[src/shared/pscb_pkg.sv]
// Package for the specific configuration register block.
// Constants shared by the register slave and its helper modules.
package pscb_pkg;

    // Register map, byte addresses on the APB bus.
    localparam logic [7:0]  SPEC_CFG_OFF    = 8'h10;
    localparam logic [7:0]  STATUS_OFF      = 8'h14;

    // Field positions in the specific configuration register.
    localparam int          COLL_SEL_BIT    = 5;
    localparam int          ARPD_EN_BIT     = 4;
    localparam int          SM_RST_BIT      = 3;
    localparam int          PRE_SUP_BIT     = 2;
    localparam int          SLEEP_BIT       = 1;
    localparam int          LOOPOUT_BIT     = 0;

    // Reset values of the fields.
    localparam logic        COLL_SEL_RST    = 1'b0;
    localparam logic        ARPD_EN_RST     = 1'b1;
    localparam logic        SM_RST_RST      = 1'b0;
    localparam logic        PRE_SUP_RST     = 1'b1;
    localparam logic        SLEEP_RST       = 1'b0;
    localparam logic        LOOPOUT_RST     = 1'b0;

    // Width of the register and of the bus data.
    localparam int          REG_W           = 16;
    localparam int          DATA_W          = 32;

    // Length of a state machine reset pulse, in clock cycles.
    localparam int          SM_RST_CYCLES   = 4;

endpackage : pscb_pkg

[src/pscb_pulse.sv]
// Stretches a one-cycle request into a reset pulse of fixed length.
// Assumes a request arrives from logic on the same clock.
`timescale 1ns/1ns
module pscb_pulse #(
    parameter int LEN = pscb_pkg::SM_RST_CYCLES
) (
    // Clock and reset.
    input  wire logic mclk_i,
    input  wire logic rst_i,
    // Request and pulse.
    input  wire logic start_i,
    output logic      busy_o
);
    import pscb_pkg::*;

    logic [7:0] cnt_q;
    logic [7:0] cnt_d;

    always_comb begin
        cnt_d = cnt_q;
        if (start_i) begin
            cnt_d = 8'(LEN);
        end else if (cnt_q != 8'h00) begin
            cnt_d = cnt_q - 8'h01;
        end
    end

    always_ff @(posedge mclk_i or posedge rst_i) begin
        if (rst_i) begin
            cnt_q <= 8'h00;
        end else begin
            cnt_q <= cnt_d;
        end
    end

    assign busy_o = (cnt_q != 8'h00);

endmodule : pscb_pulse

[src/pscb_sync.sv]
// Two flip-flop synchroniser for a level from outside the clock domain.
// Assumes the level is slow next to the 25 MHz clock.
`timescale 1ns/1ns
module pscb_sync (
    // Clock and reset.
    input  wire logic mclk_i,
    input  wire logic rst_i,
    // Level in and out.
    input  wire logic d_i,
    output logic      q_o
);
    logic s1_q;
    logic s2_q;

    always_ff @(posedge mclk_i or posedge rst_i) begin
        if (rst_i) begin
            s1_q <= 1'b0;
            s2_q <= 1'b0;
        end else begin
            s1_q <= d_i;
            s2_q <= s1_q;
        end
    end

    assign q_o = s2_q;

endmodule : pscb_sync

[src/pscb_top.sv]
// APB slave holding the low six bits of the specific configuration register.
// Assumes one 25 MHz clock; duplex and collision come in from pins.
// Notes on behaviour
// Outside sleep, indicator shows duplex when select is 0, duplex or collision when 1; in sleep it is held at 0.
// Collision indicator select is bit 5, read/write, resets to 0.
// Auto reduced power-down only while bit 4 set; bit resets to 1.
// Writing 1 to bit 3 resets every internal state machine.
// Bit 3 resets to 0 and clears itself when the reset completes.
// Bit 2 resets to 1; 1 turns preamble suppression on, 0 off.
// Writing 1 to bit 1 enters sleep, powering down all but clocks and the register path.
// Writing 0 wakes; settings kept, state machines restart from reset.
// While bit 0 is 1 and bit 1 is 0, received data is looped back out.
// Register path stays alive during sleep so software can wake.
`timescale 1ns/1ns
module pscb_top (
    // Clock and reset.
    input  wire logic                      mclk_i,
    input  wire logic                      rst_i,
    // APB slave.
    input  wire logic                      psel_i,
    input  wire logic                      penable_i,
    input  wire logic                      pwrite_i,
    input  wire logic [7:0]                paddr_i,
    input  wire logic [pscb_pkg::DATA_W-1:0] pwdata_i,
    output logic [pscb_pkg::DATA_W-1:0]    prdata_o,
    output logic                           pready_o,
    output logic                           pslverr_o,
    // Link status pins.
    input  wire logic                      full_duplex_i,
    input  wire logic                      collision_i,
    // Controls to the transceiver core.
    output logic                           duplex_collision_indicator_o,
    output logic                           auto_reduced_power_en_o,
    output logic                           sm_reset_o,
    output logic                           preamble_suppression_o,
    output logic                           sleep_o,
    output logic                           power_down_o,
    output logic                           remote_loopout_o
);
    import pscb_pkg::*;

    logic       coll_sel_q;
    logic       coll_sel_d;
    logic       arpd_en_q;
    logic       arpd_en_d;
    logic       pre_sup_q;
    logic       pre_sup_d;
    logic       sleep_q;
    logic       sleep_d;
    logic       loopout_q;
    logic       loopout_d;
    logic       ind_q;
    logic       ind_d;
    logic       start_rst;
    logic       rst_busy;
    logic       fdx_s;
    logic       col_s;
    logic       wr_en;
    logic       rd_en;
    logic       hit_cfg;
    logic       hit_sts;
    logic [REG_W-1:0] cfg_val;
    logic [DATA_W-1:0] rdata_d;
    logic [DATA_W-1:0] rdata_q;

    pscb_sync u_sync_fdx (
        .mclk_i (mclk_i),
        .rst_i  (rst_i),
        .d_i    (full_duplex_i),
        .q_o    (fdx_s)
    );

    pscb_sync u_sync_col (
        .mclk_i (mclk_i),
        .rst_i  (rst_i),
        .d_i    (collision_i),
        .q_o    (col_s)
    );

    // The bus answers in its first access cycle and never stalls, so the
    // register path does not depend on anything that sleep powers down.
    assign pready_o  = 1'b1;
    assign hit_cfg   = (paddr_i == SPEC_CFG_OFF);
    assign hit_sts   = (paddr_i == STATUS_OFF);
    assign wr_en     = psel_i & penable_i & pwrite_i & hit_cfg;
    assign rd_en     = psel_i & ~pwrite_i;
    assign pslverr_o = psel_i & penable_i & ~(hit_cfg | (hit_sts & ~pwrite_i));

    // A write of 1 to the reset bit, or waking from sleep, starts a pulse.
    assign start_rst = (wr_en & pwdata_i[SM_RST_BIT])
                     | (wr_en & sleep_q & ~pwdata_i[SLEEP_BIT]);

    pscb_pulse #(
        .LEN (SM_RST_CYCLES)
    ) u_pulse (
        .mclk_i  (mclk_i),
        .rst_i   (rst_i),
        .start_i (start_rst),
        .busy_o  (rst_busy)
    );

    always_comb begin
        cfg_val = '0;
        cfg_val[COLL_SEL_BIT] = coll_sel_q;
        cfg_val[ARPD_EN_BIT]  = arpd_en_q;
        cfg_val[SM_RST_BIT]   = rst_busy;
        cfg_val[PRE_SUP_BIT]  = pre_sup_q;
        cfg_val[SLEEP_BIT]    = sleep_q;
        cfg_val[LOOPOUT_BIT]  = loopout_q;
    end

    always_comb begin
        coll_sel_d = coll_sel_q;
        arpd_en_d  = arpd_en_q;
        pre_sup_d  = pre_sup_q;
        sleep_d    = sleep_q;
        loopout_d  = loopout_q;
        // Configuration bits are not touched by sleep, so they survive it.
        if (wr_en) begin
            coll_sel_d = pwdata_i[COLL_SEL_BIT];
            arpd_en_d  = pwdata_i[ARPD_EN_BIT];
            pre_sup_d  = pwdata_i[PRE_SUP_BIT];
            sleep_d    = pwdata_i[SLEEP_BIT];
            loopout_d  = pwdata_i[LOOPOUT_BIT];
        end
    end

    always_comb begin
        rdata_d = rdata_q;
        if (rd_en & ~penable_i) begin
            rdata_d = '0;
            if (hit_cfg) begin
                rdata_d = {{(DATA_W-REG_W){1'b0}}, cfg_val};
            end else if (hit_sts) begin
                rdata_d = {30'h0, col_s, fdx_s};
            end
        end
    end

    // Indicator: plain duplex, or duplex combined with collision.
    always_comb begin
        if (coll_sel_q) begin
            ind_d = fdx_s | col_s;
        end else begin
            ind_d = fdx_s;
        end
        if (sleep_q) begin
            ind_d = 1'b0;
        end
    end

    always_ff @(posedge mclk_i or posedge rst_i) begin
        if (rst_i) begin
            coll_sel_q <= COLL_SEL_RST;
            arpd_en_q  <= ARPD_EN_RST;
            pre_sup_q  <= PRE_SUP_RST;
            sleep_q    <= SLEEP_RST;
            loopout_q  <= LOOPOUT_RST;
            ind_q      <= 1'b0;
            rdata_q    <= '0;
        end else begin
            coll_sel_q <= coll_sel_d;
            arpd_en_q  <= arpd_en_d;
            pre_sup_q  <= pre_sup_d;
            sleep_q    <= sleep_d;
            loopout_q  <= loopout_d;
            ind_q      <= ind_d;
            rdata_q    <= rdata_d;
        end
    end

    assign prdata_o                     = rdata_q;
    assign duplex_collision_indicator_o = ind_q;
    assign auto_reduced_power_en_o      = arpd_en_q & ~sleep_q;
    assign sm_reset_o                   = rst_busy | sleep_q;
    assign preamble_suppression_o       = pre_sup_q;
    assign sleep_o                      = sleep_q;
    assign power_down_o                 = sleep_q;
    assign remote_loopout_o             = loopout_q & ~sleep_q;

endmodule : pscb_top

[config.mk]
export PLATFORM = sky130hd
export DESIGN_NAME = pscb_top
export DESIGN_NICKNAME = d
export VERILOG_FILES = /design/src/shared/pscb_pkg.sv /design/src/pscb_pulse.sv /design/src/pscb_sync.sv /design/src/pscb_top.sv
export SDC_FILE = /design/constraint.sdc
export NUM_CORES = 1
export LEC_CHECK = 0
export ABC_CLOCK_PERIOD_IN_PS = 2300
export BUFFER_PORTS_ARGS = -buffer_cell sky130_fd_sc_hd__buf_2
export CORE_UTILIZATION = 42
export DETAILED_ROUTE_END_ITERATION = 7
export HOLD_SLACK_MARGIN = 0.08
export PLACE_DENSITY = 0.78
export SLEW_MARGIN = 20
export SYNTH_ARGS = -nofsm -noshare
export SYNTH_HDL_FRONTEND = slang
export SYNTH_SLANG_ARGS = --single-unit
export TNS_END_PERCENT = 30
[constraint.sdc]
create_clock -name mclk_i -period 2.3 [get_ports mclk_i]
set_input_delay 0.115 -clock mclk_i [delete_from_list [all_inputs] [get_ports mclk_i]]
set_output_delay 0.115 -clock mclk_i [all_outputs]
set_load 0.02 [all_outputs]
After elaboration in Yosys (flattened, before gate mapping)
Cells that the tools add are included.

word-level totals
  bits in registers = 50
  output and inout bits = 41
  logic and storage cells = 44

cells by class
  add/sub/neg operators = 1
  equality and inequality tests = 2
  muxes and demuxes = 6
  bitwise gates (word level) = 21
  reduce and logical (&&, ||, !) cells = 2

operators by type and width
  cell                 number
  $eq 8x5->1 const B   2
  $mux 8               2
  $and 1x1->1          12
  $reduce_bool 8->1    1
  $sub 8x1->8 const B  1
  $mux 6               1
  $not 1->1            5
  $or 1x1->1           4
  $mux 1               2
  $mux 2               1
  $reduce_bool 2->1    1

Logic depth before layout (Yosys ltp)
  word-level depth = 7
  gate-level depth with buffers = 6
  gate-level depth less buffers = 5

Modules after synthesis
A second synthesis with hierarchy kept.

unflattened totals
  cell total of the unflattened synthesis = 140
  area, all modules = 1406.3 um^2

modules (own cells, without submodules)
  module      instances  cells an instance  area an instance (um^2)  sequential area each (um^2)
  pscb_top    1          86                 829.5                    302.8
  pscb_pulse  1          48                 469.2                    200.2
  pscb_sync   2          3                  53.8                     50.0

Least setup slack after synthesis
Ideal clock, no wire load.

  path kind = flip-flop to flip-flop
  start point = reg u_pulse.cnt_q[3]
  end point = reg u_pulse.cnt_q[7]
  data arrival time = 1.571 ns
  required time = 2.227 ns
  path slack = 0.656 ns
  stages on the path, launching flop included = 5
  path buffers = 1
  cell sequence = dfrtp_1 -> or4_1 -> buf_2 -> or4_4 -> a21oi_2

on the way
  longest elaborated chain between the ends = 3
  elaborated cells on any way between the ends = 5

RTL lines
  element                 RTL line          text
  start, declared         pscb_pulse.sv:16  logic [7:0] cnt_q;
  start signal, assigned  pscb_pulse.sv:32  cnt_q <= cnt_d;
  $sub 8x1->8             pscb_pulse.sv:24  cnt_d = cnt_q - 8'h01;
  $mux 8                  pscb_pulse.sv:23  end else if (cnt_q != 8'h00) begin
  $mux 8                  pscb_pulse.sv:21  if (start_i) begin

Parallel ways exist; a longest one is shown, timed or not. The select of a mux whose other input is x is not followed.
A chain may end at the register's enable or synchronous reset.

Worst setup path in the final report
  start point = reg u_pulse.cnt_q[3]
  end point = out sm_reset_o

on the way
  longest elaborated chain between the ends = 2

RTL lines
  element            RTL line          text
  $reduce_bool 8->1  pscb_pulse.sv:36  assign busy_o = (cnt_q != 8'h00);
  $or 1x1->1         pscb_top.sv:175   assign sm_reset_o = rst_busy | sleep_q;
  end, declared      pscb_top.sv:34    output logic sm_reset_o,

Every way passes these cells.

==> flow_metrics.tcl <==
set metrics [dict create \
    grt_pass1_vias 880 \
    netlist_instances 138 \
    core_um2 3050 \
    async_flop_share_pct 100 \
    cp_slowest_cell "or3_2" \
    cp.arrival_ns 1.99 \
    rsz0062_at_grt "no" \
    hp-class "in2reg" \
    startpoint_type "flop" \
    firstDrtPassIters 5 \
    grt_pass1_wl_um 3680 \
    worst_pin_slew_ns 0.894 \
    skew_ns 0.0145 \
    dpl_worst_slack_ns 0.524 \
    cts-buffers-inserted 3 \
    cpPeakStageDelay_ns 0.51 \
    final_nets 228 \
    fin_tns_setup_ns 0 \
    dp_hpwl_um 1810 \
    period_needed_ns 2.10 \
    synth.most_common_cell "buf_4" \
    grt_usage_pct 14.0 \
    status "finished, final reports clean" \
    ys_types 37 \
    ant_nets 0 \
    worstPathRequired_ns 2.18 \
    cts_resized 0 \
    slew_viol_final 0 \
    overflow 0 \
    hp-start "penable_i" \
    fillerInstances 298 \
    drv_cap 0 \
    grt_max_degree 25 \
    clockBufferDepth 2 \
    syn_area_um2 1360 \
    n_antenna_cell 0 \
    power_mw 1.15 \
    crit_path_end_kind "primary output" \
    die_h_um 59.0 \
    peakVddDrop_mv 0.527 \
    via_per_inst 4.64 \
    clock-sinks 24 \
    ys.flop_type "dfrtp_1" \
    seq_area_frac_synth_pct 44.3 \
    h-tree-depth 1 \
    synth_seq_cells 24 \
    fin_crit_sh_pct 91.5 \
    clk_pin_slew_ns 0.14 \
    max_freq_mhz 475 \
    synth_top_area_cell "dfrtp_1" \
    cts_tree "built" \
    io_pins 88 \
    synth_area_leaders "dfrtp_1 40%, buf_4 15%, mux2_2 4.1%, dfstp_2 3.9%, nand2_1 3.6%" \
    fin_ws_ns 0.196 \
    finalHoldViolCount 0 \
    timing.rr.start "u_pulse.cnt_q[3]$_DFFE_PP0P_" \
    drc_errors 0 \
    power_density_nw_per_um2 719 \
    startpoint "u_pulse.cnt_q[3]$_DFFE_PP0P_" \
    yosys-top-cells-count "28 x buf_4, 22 x dfrtp_1, 13 x nand2_1" \
    gp_congestion 0.769 \
    drt_iter0_markers 25 \
    synth_warnings 0 \
    initial_core_util_pct 44.6 \
    timing.slew.headroom_pct 40.3 \
    clkLatencyLatePin_ns 0.32 \
    critical_path_class "reg2out" \
    path_cells "or3_2 -> nor4_1 -> nand2b_1 -> buf_2" \
    antenna_found_initial 0 \
    crit_path_max_fanout 7 \
    synth_area_per_cell_um2 9.87 \
    die_area_um2 3480 \
    netlist.area_leader.share_pct 40.4 \
    leakage_nw 0.784 \
    rows 20 \
    synth_edf_count 0 \
    vias 1031 \
    drt-total-wl_um 2370 \
    setup_viol_count_final 0 \
    die_w_um 59.0 \
    syn2layout_area_growth_pct 17.1 \
    wl_per_cell_um 10.7 \
    cts-root-buf "clkbuf_4" \
    fin_util_pct 52.3 \
    io_buffers 34 \
    layout-drive-gt1-share_pct 29.2 \
]
## final cells by class
cell class	count	area, um^2	area share [%]
clock buffer	3	22.5	1.41
clock inverter	1	30.0	1.88
inverter	4	15.0	0.941
multi-input combinational	103	612	38.4
sequential	24	603	37.8
tap	44	55.1	3.45
timing repair buffer	43	258	16.2
## sequential cells by signal (all words and copies together) (netlist names)
register	flops
arpd_en_q	1
coll_sel_q	1
power_down_o	1
u_sync_col.s1_q	1
preamble_suppression_o	1
duplex_collision_indicator_o	1
prdata_o	6
u_sync_col.q_o	1
u_sync_fdx.s1_q	1
loopout_q	1
u_sync_fdx.q_o	1
u_pulse.cnt_q	8
## worst max-delay path: cells and delay by family (launching register included)
family | cells | cell delay (ns)
flops | 1 | 0.47
simple gates | 3 | 1.04
buf+inv | 1 | 0.18
## routing by layer
| metal | share of wire (%) | vias up | track usage [%] |
|---|---|---|---|
| met1 | 42 | 473 | 17.3 |
| met3 | 8.0 | 0 | 4.84 |
| li1 | - | 507 | - |
| met4 | 0 | 0 | 1.02 |
| met5 | 0 | - | 0 |
| met2 | 50 | 51 | 24.7 |
## report_power, final
part / switching [mW] / internal [mW]
sequential: 0.0838 / 0.487
combinational: 0.159 / 0.118
clock: 0.124 / 0.176
total: 0.366 / 0.781
## cells by family after synthesis
group	Yosys count	share of synthesized area [%]
other	2	0.551
AOI/OAI and AO/OA	24	11.4
buffers and inverters	36	17.7
and+or+nand+nor	43	18.6
muxes	7	5.60
adders and majority gates	2	1.84
DFF	24	44.3
## per-stage QoR
stage,hold slack (ns),cells,cell area [um^2]
after floorplan,0.128,163,1460
after global placement,0.224,210,1460
after detailed placement,0.226,210,1460
after global routing,0.118,222,1600
final,0.119,222,1600
after CTS,0.112,222,1600
## cell usage in the layout (no fill, tap or decap), types with 2 or more instances in the layout
| master | count |
|---|---|
| nand2b_1 | 4 |
| nand3b_1 | 2 |
| conb_1 | 27 |
| nand2_1 | 13 |
| nor3b_1 | 2 |
| o31ai_1 | 3 |
| nor2_1 | 2 |
| dfstp_2 | 2 |
| inv_1 | 4 |
| a21oi_1 | 5 |
| nor4_1 | 5 |
| dlygate4sd3_1 | 8 |
| nor2b_1 | 2 |
| or3_2 | 2 |
| mux2i_1 | 2 |
| o21ai_0 | 8 |
| o31a_1 | 2 |
| mux2_2 | 5 |
| clkbuf_4 | 3 |
| buf_2 | 34 |
| nor3_1 | 3 |
| dfrtp_1 | 22 |
| ha_1 | 2 |
## final timing paths
kind,endpoint,slack [ns],cells past startpoint
setup / recovery,sm_reset_o,0.20,4
hold / removal,prdata_o[2]$_DFFE_PP0P_,0.12,4
setup reg to reg,u_pulse.cnt_q[7]$_DFFE_PP0P_,0.49,3
hold reg to reg,u_sync_col.q_o$_DFF_PP0_,0.37,0
max in group asynchronous,u_pulse.cnt_q[0]$_DFFE_PP0P_,1.23,3
min in group asynchronous,loopout_q$_DFFE_PP0P_,0.51,3
## what timing repair did
action	4_1_cts	5_1_grt
endpoints found under the hold margin	29	0
hold buffers	8	0
buffers inserted	0	0
endpoints found under the setup margin	0	0
(Power assumes the default switching activity.)
